## config.mk

```make
export PLATFORM = sky130hd
export DESIGN_NAME = trace_unit_id_and_lock_regs
export DESIGN_NICKNAME = d
export VERILOG_FILES = /design/src/rtl/trace_id_lock_pkg.sv /design/src/rtl/trace_unit_id_and_lock_regs.sv
export VERILOG_INCLUDE_DIRS = /design/src /design/src/rtl
export SDC_FILE = /design/constraint.sdc
export NUM_CORES = 1
export LEC_CHECK = 0
export BUFFER_PORTS_ARGS = -buffer_cell sky130_fd_sc_hd__clkbuf_2
export CAP_MARGIN = 10
export CORE_ASPECT_RATIO = 0.9
export CORE_MARGIN = 2
export CORE_UTILIZATION = 33
export DETAILED_ROUTE_END_ITERATION = 16
export PLACE_DENSITY_LB_ADDON = 0.1
export SYNTH_ARGS = -nofsm -noshare
export SYNTH_HDL_FRONTEND = slang
export SYNTH_SLANG_ARGS = --single-unit
```

## constraint.sdc

```tcl
create_clock -name core_clk_in -period 1 [get_ports core_clk_in]
set_input_delay 0.1 -clock core_clk_in [delete_from_list [all_inputs] [get_ports core_clk_in]]
set_output_delay 0.1 -clock core_clk_in [all_outputs]
set_load 0.05 [all_outputs]
```

## src/rtl/trace_id_lock_defs.svh

```systemverilog
// offsets, field positions, reset values and codes of the trace unit id and lock registers
`ifndef TRACE_ID_LOCK_DEFS_SVH
`define TRACE_ID_LOCK_DEFS_SVH

// register byte addresses in system space
`define TIL_DEVARCH_ADDR 32'hE0000FBC
`define TIL_LOCK_ACCESS_ADDR 32'hE0000FB0
`define TIL_LOCK_STATUS_ADDR 32'hE0000FB4
`define TIL_DEVTYPE_ADDR 32'hE0000FCC
`define TIL_PID4_ADDR 32'hE0000FD0
`define TIL_PID0_ADDR 32'hE0000FE0
`define TIL_PID1_ADDR 32'hE0000FE4
`define TIL_PID2_ADDR 32'hE0000FE8
`define TIL_PID3_ADDR 32'hE0000FEC

// unlock key
`define TIL_UNLOCK_KEY 32'hC5ACCE55

// lock status field positions
`define TIL_LSR_PRESENT_BIT 0
`define TIL_LSR_LOCKED_BIT 1
`define TIL_LSR_NOT_WORD_BIT 2

// lock state after warm reset
`define TIL_LOCK_RESET 1'h1

// device type codes
`define TIL_MAJOR_MISC 4'h0
`define TIL_MAJOR_TRACE_SRC 4'h3
`define TIL_SUB_OTHER 4'h0
`define TIL_SUB_BUS_STIM 4'h4

// peripheral id fixed fields
`define TIL_JEDEC_USED 1'h1
`define TIL_SIZE_4KB 4'h0

`endif

```

## src/rtl/trace_id_lock_pkg.sv

```systemverilog
// types shared by the trace unit id and lock register set
package trace_id_lock_pkg;

  // one register access from the system space
  typedef struct packed {
    logic valid;
    logic write;
    logic priv;
    logic dbg;
    logic [31:0] addr;
    logic [31:0] wdata;
  } access_req_t;

  // answer to an access, one cycle later
  typedef struct packed {
    logic valid;
    logic fault;
    logic [31:0] rdata;
  } access_rsp_t;

  // decoded register selection
  typedef enum logic [3:0] {
    SEL_NONE = 4'h0,
    SEL_DEVARCH = 4'h1,
    SEL_LOCK_ACCESS = 4'h2,
    SEL_LOCK_STATUS = 4'h3,
    SEL_DEVTYPE = 4'h4,
    SEL_PID4 = 4'h5,
    SEL_PID0 = 4'h6,
    SEL_PID1 = 4'h7,
    SEL_PID2 = 4'h8,
    SEL_PID3 = 4'h9
  } reg_sel_t;

endpackage : trace_id_lock_pkg

```

## src/rtl/trace_unit_id_and_lock_regs.sv

```systemverilog
// identification and software lock register set of the instrumentation trace unit
`timescale 1ns/100ps
`include "trace_id_lock_defs.svh"

module trace_unit_id_and_lock_regs #(
  parameter bit HAS_UNIT = 1'b1,
  parameter bit HAS_MAIN_EXT = 1'b1,
  parameter bit HAS_COMP_ID = 1'b1,
  parameter bit HAS_SW_LOCK = 1'b1,
  parameter bit DEVTYPE_DBG_ONLY = 1'b0,
  // arbitrary value
  parameter logic [11:0] ARCH_PART = 12'h5A5,
  parameter logic [19:0] ARCH_UPPER = 20'h00000,
  parameter logic [3:0] DEV_MAJOR = 4'h3,
  parameter logic [3:0] DEV_SUB = 4'h0,
  // arbitrary value
  parameter logic [11:0] PART_NUMBER = 12'h123,
  // arbitrary value
  parameter logic [6:0] DESIGNER_CODE = 7'h2A,
  // arbitrary value
  parameter logic [3:0] CONT_CODE = 4'h1,
  parameter logic [3:0] REVISION = 4'h0,
  parameter logic [3:0] METAL_FIX = 4'h0,
  parameter logic [3:0] CUST_MOD = 4'h0
) (
  input wire logic core_clk_in,
  input wire logic reset_n_in,
  input wire trace_id_lock_pkg::access_req_t req_in,
  output trace_id_lock_pkg::access_rsp_t rsp_out,
  output logic lock_state_out,
  output logic sw_write_enable_out
);

  // ------------------------------------------------------------
  // address decode
  // ------------------------------------------------------------
  function automatic trace_id_lock_pkg::reg_sel_t decode_addr(input logic [31:0] addr);
    trace_id_lock_pkg::reg_sel_t sel;
    sel = trace_id_lock_pkg::SEL_NONE;
    case (addr)
      `TIL_DEVARCH_ADDR: begin
        sel = trace_id_lock_pkg::SEL_DEVARCH;
      end
      `TIL_LOCK_ACCESS_ADDR: begin
        sel = trace_id_lock_pkg::SEL_LOCK_ACCESS;
      end
      `TIL_LOCK_STATUS_ADDR: begin
        sel = trace_id_lock_pkg::SEL_LOCK_STATUS;
      end
      `TIL_DEVTYPE_ADDR: begin
        sel = trace_id_lock_pkg::SEL_DEVTYPE;
      end
      `TIL_PID4_ADDR: begin
        sel = trace_id_lock_pkg::SEL_PID4;
      end
      `TIL_PID0_ADDR: begin
        sel = trace_id_lock_pkg::SEL_PID0;
      end
      `TIL_PID1_ADDR: begin
        sel = trace_id_lock_pkg::SEL_PID1;
      end
      `TIL_PID2_ADDR: begin
        sel = trace_id_lock_pkg::SEL_PID2;
      end
      `TIL_PID3_ADDR: begin
        sel = trace_id_lock_pkg::SEL_PID3;
      end
      default: begin
        sel = trace_id_lock_pkg::SEL_NONE;
      end
    endcase
    return sel;
  endfunction : decode_addr

  // ------------------------------------------------------------
  // configuration terms
  // ------------------------------------------------------------
  logic unit_on;
  logic id_on;
  logic lock_built;
  logic [3:0] major_eff;
  logic [3:0] sub_eff;

  assign unit_on = HAS_UNIT;
  assign id_on = HAS_UNIT & HAS_COMP_ID;
  assign lock_built = id_on & HAS_SW_LOCK;

  // only the two documented major codes can appear
  assign major_eff = (DEV_MAJOR == `TIL_MAJOR_TRACE_SRC) ? `TIL_MAJOR_TRACE_SRC : `TIL_MAJOR_MISC;

  // sub-type zero only with misc, bus stimulus only with trace source
  always_comb begin
    if (major_eff == `TIL_MAJOR_MISC) begin
      sub_eff = `TIL_SUB_OTHER;
    end else if (DEV_SUB == `TIL_SUB_OTHER) begin
      sub_eff = `TIL_SUB_BUS_STIM;
    end else begin
      sub_eff = DEV_SUB;
    end
  end

  // ------------------------------------------------------------
  // access qualification
  // ------------------------------------------------------------
  trace_id_lock_pkg::reg_sel_t sel;
  logic from_sw;
  logic access_fault;
  logic lock_reg_ok;
  logic lock_write;
  logic devtype_hidden;

  assign sel = decode_addr(req_in.addr);
  assign from_sw = ~req_in.dbg;

  // no main extension: unprivileged software access is refused
  assign access_fault = req_in.valid & ~HAS_MAIN_EXT & ~req_in.priv & from_sw;

  // lock registers answer only to software and only when built
  assign lock_reg_ok = lock_built & from_sw;

  // privileged software write to the lock access register
  assign lock_write = req_in.valid & req_in.write & ~access_fault & lock_reg_ok &
                      req_in.priv & (sel == trace_id_lock_pkg::SEL_LOCK_ACCESS);

  // device type optionally hidden from software, only when there is no main extension
  assign devtype_hidden = ~HAS_MAIN_EXT & DEVTYPE_DBG_ONLY & from_sw;

  // ------------------------------------------------------------
  // software lock state
  // ------------------------------------------------------------
  logic lock_ff;
  logic nxt_lock;

  always_comb begin
    nxt_lock = lock_ff;
    if (lock_write) begin
      // key clears, anything else sets
      nxt_lock = (req_in.wdata != `TIL_UNLOCK_KEY);
    end
  end

  always_ff @(posedge core_clk_in or negedge reset_n_in) begin
    if (!reset_n_in) begin
      lock_ff <= `TIL_LOCK_RESET;
    end else begin
      lock_ff <= nxt_lock;
    end
  end

  // other trace unit registers gate software writes on this
  assign lock_state_out = lock_built & lock_ff;
  assign sw_write_enable_out = ~(lock_built & lock_ff);

  // ------------------------------------------------------------
  // identification words
  // ------------------------------------------------------------
  logic [31:0] pid_raw [0:4];
  logic [31:0] pid_word [0:4];

  assign pid_raw[0] = {24'h000000, PART_NUMBER[7:0]};
  assign pid_raw[1] = {24'h000000, DESIGNER_CODE[3:0], PART_NUMBER[11:8]};
  assign pid_raw[2] = {24'h000000, REVISION, `TIL_JEDEC_USED, DESIGNER_CODE[6:4]};
  assign pid_raw[3] = {24'h000000, METAL_FIX, CUST_MOD};
  assign pid_raw[4] = {24'h000000, `TIL_SIZE_4KB, CONT_CODE};

  genvar gi;
  generate
    for (gi = 0; gi < 5; gi++) begin : g_pid
      assign pid_word[gi] = id_on ? pid_raw[gi] : 32'h00000000;
    end
  endgenerate

  logic [31:0] devarch_word;
  logic [31:0] devtype_word;
  logic [31:0] lock_status_word;

  assign devarch_word = (id_on & HAS_MAIN_EXT) ? {ARCH_UPPER, ARCH_PART} : 32'h00000000;

  assign devtype_word = (id_on & ~devtype_hidden) ?
                        {24'h000000, sub_eff, major_eff} : 32'h00000000;

  // status word, zero for debugger or absent lock
  always_comb begin
    lock_status_word = 32'h00000000;
    if (lock_reg_ok) begin
      lock_status_word[`TIL_LSR_PRESENT_BIT] = 1'h1;
      lock_status_word[`TIL_LSR_LOCKED_BIT] = lock_ff;
      lock_status_word[`TIL_LSR_NOT_WORD_BIT] = 1'h0;
    end
  end

  // ------------------------------------------------------------
  // read multiplexer
  // ------------------------------------------------------------
  logic [31:0] read_word;

  always_comb begin
    read_word = 32'h00000000;
    unique case (sel)
      trace_id_lock_pkg::SEL_DEVARCH: begin
        read_word = devarch_word;
      end
      trace_id_lock_pkg::SEL_LOCK_ACCESS: begin
        read_word = 32'h00000000;
      end
      trace_id_lock_pkg::SEL_LOCK_STATUS: begin
        read_word = lock_status_word;
      end
      trace_id_lock_pkg::SEL_DEVTYPE: begin
        read_word = devtype_word;
      end
      trace_id_lock_pkg::SEL_PID4: begin
        read_word = pid_word[4];
      end
      trace_id_lock_pkg::SEL_PID0: begin
        read_word = pid_word[0];
      end
      trace_id_lock_pkg::SEL_PID1: begin
        read_word = pid_word[1];
      end
      trace_id_lock_pkg::SEL_PID2: begin
        read_word = pid_word[2];
      end
      trace_id_lock_pkg::SEL_PID3: begin
        read_word = pid_word[3];
      end
      trace_id_lock_pkg::SEL_NONE: begin
        read_word = 32'h00000000;
      end
    endcase
    if (!unit_on || access_fault || req_in.write) begin
      read_word = 32'h00000000;
    end
  end

  // ------------------------------------------------------------
  // response registers
  // ------------------------------------------------------------
  logic rsp_valid_ff;
  logic rsp_fault_ff;
  logic [31:0] rsp_rdata_ff;

  always_ff @(posedge core_clk_in or negedge reset_n_in) begin
    if (!reset_n_in) begin
      rsp_valid_ff <= 1'h0;
    end else begin
      rsp_valid_ff <= req_in.valid;
    end
  end

  always_ff @(posedge core_clk_in or negedge reset_n_in) begin
    if (!reset_n_in) begin
      rsp_fault_ff <= 1'h0;
    end else begin
      rsp_fault_ff <= access_fault;
    end
  end

  always_ff @(posedge core_clk_in or negedge reset_n_in) begin
    if (!reset_n_in) begin
      rsp_rdata_ff <= 32'h00000000;
    end else if (req_in.valid) begin
      rsp_rdata_ff <= read_word;
    end else begin
      rsp_rdata_ff <= 32'h00000000;
    end
  end

  assign rsp_out.valid = rsp_valid_ff;
  assign rsp_out.fault = rsp_fault_ff;
  assign rsp_out.rdata = rsp_rdata_ff;

endmodule : trace_unit_id_and_lock_regs

```

==> results of run 1 <==
stage by stage:
stage	worst slack, ns	setup TNS (ns)	std cells	hold WS (ns)	utilization, %
after detailed placement	-0.6671	-4.589	224	-0.03011	54.24
after floorplan	-0.4903	-2.894	130	-0.1956	-
final	-0.4025	-2.621	234	0.1923	64.81
after CTS	-0.3657	-2.405	230	0.1825	59.52
after global routing	-0.4918	-3.556	234	0.2120	64.81
after global placement	-0.6287	-4.322	224	-0.03797	54.24
power by group:
group	internal [W]	switching, W	total (W)
Sequential	0.000366	0.000000352	0.000366
Combinational	0.000213	0.000343	0.000556
Clock	0.000148	0.000138	0.000285
sequential cells by signal (all words and copies together) (netlist names):
signal          cells
rsp_valid_ff        1
rsp_rdata_ff        7
lock_state_out      1
cell usage after synthesis (2+ instances only):
library cell	n	area share, %
nand4_1	4	2.8
inv_1	2	0.84
buf_4	27	23
nand3_1	2	1.1
nor4b_2	3	5.0
nand2b_1	4	2.8
a21oi_1	6	3.3
nand2_1	11	4.6
nand3b_1	3	2.5
nor4bb_1	4	4.5
nand4b_1	3	2.9
dfrtp_1	8	22
nor2_1	6	2.5
nor4_1	4	2.8
routing by layer:
layer | wire, um | part of all wire, % | up-vias
met1 | 917 | 34 | 486
met3 | 224 | 8.2 | 10
met5 | 0 | 0 | -
li1 | - | - | 531
met2 | 1492 | 55 | 64
met4 | 86 | 3.2 | 0
layout by cell type (no fill, tap or decap), types with 2 or more instances in the layout:
master	netlist	layout
nand2_1	11	9
nor4bb_1	4	4
a21oi_1	6	4
buf_2	1	2
nand4_1	4	4
nand4b_1	3	3
dlygate4sd3_1	0	2
clkbuf_4	0	3
dfrtp_1	8	7
nor2_1	6	5
buf_4	27	17
buf_8	0	2
nand2b_1	4	4
nand3b_1	3	3
a21oi_2	0	2
nor4b_2	3	2
clkbuf_2	1	69
nor4b_4	0	2
conb_1	1	24
nor4_4	0	2
buf_6	0	6
clkbuf_8	0	3
or4_4	1	2
area by class of cell:
cell class / count / area, sq um
clock buffers: 3 / 22.52
clock inverters: 1 / 5.005
fillers: 216 / 883.3
inverters: 2 / 7.507
multi-input cells: 89 / 661.9
flip-flops and latches: 9 / 227.7
well taps: 28 / 35.03
repair buffers: 102 / 666.9
cells by family (layout without fill, tap and decap cells):
logic type / count (synthesis) / after routing / share of synthesized area, %
AO/OA/AOI/OAI: 10 / 10 / 6.974
XOR/XNOR: 1 / 1 / 0.9765
multiplexers: 1 / 1 / 1.116
buffers and inverters: 32 / 108 / 24.96
flip-flops: 9 / 9 / 25.24
AND/OR/NAND/NOR: 53 / 53 / 40.31
other: 1 / 24 / 0.4180
worst max-delay path, delay by kind of cell:
kind | cells | cell delay, ns
buf+inv | 1 | 0.09
simple gates | 4 | 1.24
compound gates | 1 | 0.14
worst paths after layout:
kind	from	end	slack [ns]	cells past startpoint
setup / recovery	req_in[33]	rsp_rdata_ff[7]$_DFF_PN0_	-0.40	6
hold / removal	req_in[14]	lock_state_out$_DFFE_PN1P_	0.19	4
setup reg to reg	lock_state_out$_DFFE_PN1P_	rsp_rdata_ff[1]$_DFF_PN0_	0.12	2
hold reg to reg	lock_state_out$_DFFE_PN1P_	lock_state_out$_DFFE_PN1P_	0.53	2
max in group asynchronous	reset_n_in	lock_state_out$_DFFE_PN1P_	0.52	2
min in group asynchronous	reset_n_in	rsp_rdata_ff[7]$_DFF_PN0_	0.21	2
repair_timing:
item	4_1_cts	5_1_grt
hold endpoints to repair	10	0
endpoints found under the setup margin	13	12
resized for setup	16	29
hold buffers	2	0
setup buffers	0	4
pin swaps	3	8
==> flow_summary.json, run 1 <==
{
  "grtUsageMet1_pct": 15.55,
  "antenna_found_initial": 0,
  "cts_tree": "done",
  "hold_viol_final": 0,
  "rows": 17,
  "setup_viol": 10,
  "viasPerCell": 4.662,
  "maxCapViolCount": 0,
  "die_area_sq_um": 3152,
  "diodes": 0,
  "cts_root_buf": "clkbuf_4",
  "die_x_um": 58.96,
  "drive_gt1_share_pct": 63.11,
  "final_antenna_net_count": 0,
  "dp_hpwl_um": 2260,
  "grt_overflow": 0,
  "violations": "design-rule violations, negative setup slack",
  "cts_max_level": 1,
  "grt_pass1_vias": 1031,
  "stdcell_area_sq_um": 1627,
  "crit_path_end_kind": "register",
  "worstPathArrival_ns": 1.59,
  "synth_area_per_cell_sq_um": 8.384,
  "route.detailed.drc": 3,
  "pin_count": 106,
  "core_sq_um": 2510,
  "drtIter0Drc": 7,
  "finalClockSkew_ns": 0.00005562,
  "clockBufferDepth": 2,
  "power_leakage_nw": 0.8516,
  "vias": 1091,
  "grt_pass1_wl_um": 3995,
  "initial_utilization_pct": 35.74,
  "path_cells": "buf_6 -> nor4b_4 -> nand4_1 -> or4_4 -> or2_4 -> a211oi_2",
  "powerDensity_nw_per_um2": 742.4,
  "synth_ff_type": "dfrtp_1",
  "slowest_delay_ns": 0.55,
  "cts_made_buffers": 3,
  "clk_latency_ns": 0.26,
  "grt_util_met3_pct": 5.134,
  "maxSlewViolCount": 0,
  "path_max_fanout": 4,
  "dpl_cell_area_sq_um": 1361,
  "fmax_mhz": 713.0,
  "finalPower_w": 0.001208,
  "ys_seq_area_share_pct": 25.24,
  "yosys_warnings": 0,
  "top_usage_layer": "met2",
  "path_clk_slew_ns": 0.07,
  "met2_usage_pct": 34.44,
  "syn-cell-area_sq_um": 897.1,
  "die_h_um": 53.47,
  "worst_slack_ns": -0.4025,
  "synth_cells": 107,
  "async_reset_ff_share_pct": 100.0,
  "required_ns": 1.18,
  "slowest_stage": "or4_4",
  "final_nets": 277,
  "synth-edff-count": 0,
  "wl_per_cell_um": 11.63,
  "critical_path_class": "input pin to register",
  "cp-start-kind": "input pin",
  "ys_types": 34,
  "vdd_drop_max_v": 0.0003570,
  "status": "finished with violations",
  "dr.pass1.iters": 10,
  "fin_crit_sh_pct": 140.3,
  "min_path_type": "input pin to register",
  "gp_congestion": 0.7885,
  "drt-total-wl_um": 2721,
  "syn2layout_area_growth_pct": 81.31,
  "rsz0062_at_grt": "yes",
  "grt.total_usage_pct": 16.67,
  "cts_sinks": 9,
  "ys_ff_latch": 9,
  "grt_start_max_net_pins": 10,
  "portBuffers": 81,
  "period_needed_ns": 1.403
}
(Power assumes the default switching activity.)
==> run 2, diff against run 1 <==
- ABC_AREA: not set -> 1
- CORE_UTILIZATION: 33 -> 36
==> run 2 against run 1 <==
The flow finishes with violations (negative setup slack). Global-route usage is 0.82 points lower. Combinational power shrank 8.6%. Synthesized area increased by 19%. Fmax grew 25%. Critical endpoint is now sw_write_enable_out. Largest power group unchanged.
==> flow_summary.json, run 2 <==
{
  "status": "finished with violations",
  "violations": "negative setup slack",
  "diodes": 0,
  "synthTopCellsByCount": "nor2_1 (28), buf_4 (27), nand2_1 (27), inv_1 (25), nand4_1 (12)",
  "grt.total_usage_pct": 15.85,
  "required_ns": 0.90,
  "p_clk_share_pct": 23.9,
  "clockBufferDepth": 2,
  "clk_latency_ns": 0.25,
  "fin_crit_sh_pct": 112.3,
  "ys_seq_area_share_pct": 21.17,
  "rsz0062_at_grt": "yes",
  "cp-start-kind": "register",
  "yosysTopAreaCell": "buf_4",
  "r2r_slack_ns": 0.01,
  "async_reset_ff_share_pct": 100.0,
  "critical_path_class": "register to primary output",
  "die_h_um": 55.72,
  "dr.pass1.iters": 4,
  "synthAdderAreaFrac_pct": 0,
  "cts_made_buffers": 3,
  "synth_ff_type": "dfrtp_1",
  "maxCapViolCount": 0,
  "drt-total-wl_um": 2650,
  "powerDensity_nw_per_um2": 651.3,
  "initial_utilization_pct": 38.31,
  "synth_area_per_cell_sq_um": 6.293,
  "r2r_end": "rsp_rdata_ff[1]$_DFF_PN0_",
  "gp_congestion": 0.8478,
  "route.detailed.drc": 0,
  "core_sq_um": 2793,
  "syn-cell-area_sq_um": 1070,
  "synth-edff-count": 0,
  "synthXorXnorAreaFrac_pct": 0,
  "synth_cells": 170,
  "grt_pass1_vias": 1160,
  "cts_sinks": 9,
  "dp_cells": 297,
  "layout_commonest_cell": "clkbuf_2",
  "fmax_mhz": 890.4,
  "rows": 18,
  "die_x_um": 61.46,
  "setup_viol": 6,
  "min_path_type": "input pin to register",
  "hold_depth": 4,
  "cts_max_level": 1,
  "vias": 1297,
  "final_nets": 337,
  "viasPerCell": 4.239,
  "r2r-start": "lock_state_out$_DFFE_PN1P_",
  "grt_pass1_wl_um": 4326,
  "nFillCells": 272,
  "portBuffers": 81,
  "worstRegToRegCells": 3,
  "drive_gt1_share_pct": 57.14,
  "worst_slack_ns": -0.1231,
  "top_register": "rsp_rdata_ff",
  "largest_reg_flops": 7,
  "holdWs_ns": 0.1638,
  "synth.most_common_cell": "nor2_1",
  "maxSlewViolCount": 0,
  "synth_mux_area_share_pct": 0,
  "cts_root_buf": "clkbuf_4",
  "cts_tree": "done",
  "antenna_found_initial": 0,
  "layout_common_cells": "clkbuf_2 (67), conb_1 (24), inv_1 (21)",
  "ys_ff_latch": 9,
  "ys_types": 23,
  "finalClockSkew_ns": 0.0001573,
  "intPower_w": 0.0006899,
  "p_comb_share_pct": 44.2,
  "synth_compound_area_share_pct": 2.924,
  "crit_path_end_kind": "primary output",
  "period_needed_ns": 1.123,
  "crit_path_end": "sw_write_enable_out",
  "vdd_drop_max_v": 0.0004857,
  "pin_count": 106,
  "synthTopCellsByArea": "buf_4 (19%), dfrtp_1 (19%), nor2_1 (9.8%)",
  "yosys_warnings": 0,
  "grt_start_max_net_pins": 10,
  "drtIter0Drc": 18,
  "wl_per_cell_um": 8.660,
  "worstPathArrival_ns": 1.02,
  "synth_top_area_share_pct": 18.95,
  "post_synth_and_or_nand_nor_area_fraction_pct": 46.43,
  "path_max_fanout": 3,
  "cp-startpoint": "lock_state_out$_DFFE_PN1P_",
  "die_area_sq_um": 3424,
  "post_layout_nonfiller_instances": 306,
  "p_seq_share_pct": 31.9,
  "path_clk_slew_ns": 0.06,
  "place_ws_ns": -0.3490,
  "power_leakage_nw": 1.012,
  "final_core_util_pct": 63.17,
  "synth_top_family_by_area": "simple AND/OR/NAND/NOR gates",
  "syn2layout_area_growth_pct": 64.91,
  "grt_overflow": 0,
  "p_switching_w": 0.0004592,
  "sw_frac_of_total_pct": 39.96,
  "hold_viol_final": 0,
  "dp_hpwl_um": 2239,
  "final_antenna_net_count": 0
}
-- run 2: cell count changes after synthesis, sizes merged, moves of 4 or more --
| cell | before | now |
|---|---|---|
| a21oi | 6 | 2 |
| nand2b | 4 | 0 |
| nand4 | 4 | 12 |
| nor2 | 6 | 33 |
| inv | 2 | 29 |
| nor4b | 4 | 0 |
| nand3 | 2 | 14 |
| nor4bb | 4 | 0 |
| nand2 | 11 | 33 |
-- run 2: cell type report --
type	count	area [sq um]	area share [%]
Multi-Input combinational cell	128	743.2	42.13
Timing Repair Buffer	96	608.1	34.47
Sequential cell	9	227.7	12.91
Inverter	29	108.9	6.170
Tap cell	40	50.05	2.837
Clock buffer	4	26.28	1.489
-- run 2: worst min path at each step --
stage                     from                         to  slack [ns]
floorplan           reset_n_in  rsp_rdata_ff[0]$_DFF_PN0_       -0.20
global placement    reset_n_in  rsp_rdata_ff[3]$_DFF_PN0_       -0.03
detailed placement  reset_n_in  rsp_rdata_ff[3]$_DFF_PN0_       -0.03
CTS                 req_in[64]  rsp_rdata_ff[1]$_DFF_PN0_        0.16
global route        req_in[64]  rsp_rdata_ff[1]$_DFF_PN0_        0.18
finish              req_in[64]  rsp_rdata_ff[1]$_DFF_PN0_        0.16
-- run 2: kinds of logic after synthesis --
| group | after synthesis |
|---|---|
| flip-flops | 9 |
| AO/OA/AOI/OAI | 5 |
| other | 1 |
| buffers and inverters | 56 |
| AND/OR/NAND/NOR | 99 |
-- run 2: metal layers --
layer | global-route usage (%) | part of all wire [%] | vias to the layer above
met5 | 0 | 0 | -
met4 | 4.559 | 1.0 | 0
met3 | 2.791 | 12 | 4
met2 | 27.96 | 48 | 81
met1 | 19.03 | 39 | 537
li1 | - | - | 675
-- run 2: critical path: stages, from the launching register on --
cell	delay, ns
dfstp_2	0.58
inv_2	0.05
buf_8	0.14
-- run 2: power by group through the flow --
stage               logic (W)  registers, W  clock network (W)
global route         0.000553      0.000367           0.000301
finish               0.000508      0.000367           0.000274
CTS                  0.000471      0.000367           0.000283
global placement     0.000454      0.000373                  0
detailed placement   0.000457      0.000373                  0
floorplan            0.000357      0.000373                  0
-- run 2: stage by stage --
stage | TNS [ns] | power (W) | cell area [sq um]
floorplan | -0.5317 | 0.0007307 | 1197
global placement | -2.251 | 0.0008271 | 1525
detailed placement | -2.284 | 0.0008299 | 1525
CTS | -0.4003 | 0.001121 | 1648
global route | -0.9884 | 0.001221 | 1764
finish | -0.3731 | 0.001149 | 1764
-- run 2: repair_timing --
action | 4_1_cts | 5_1_grt
endpoints found under the hold margin | 10 | 0
pin swaps | 12 | 7
setup buffers | 3 | 0
endpoints found under the setup margin | 7 | 13
gates resized for setup | 16 | 41
hold buffers | 2 | 0
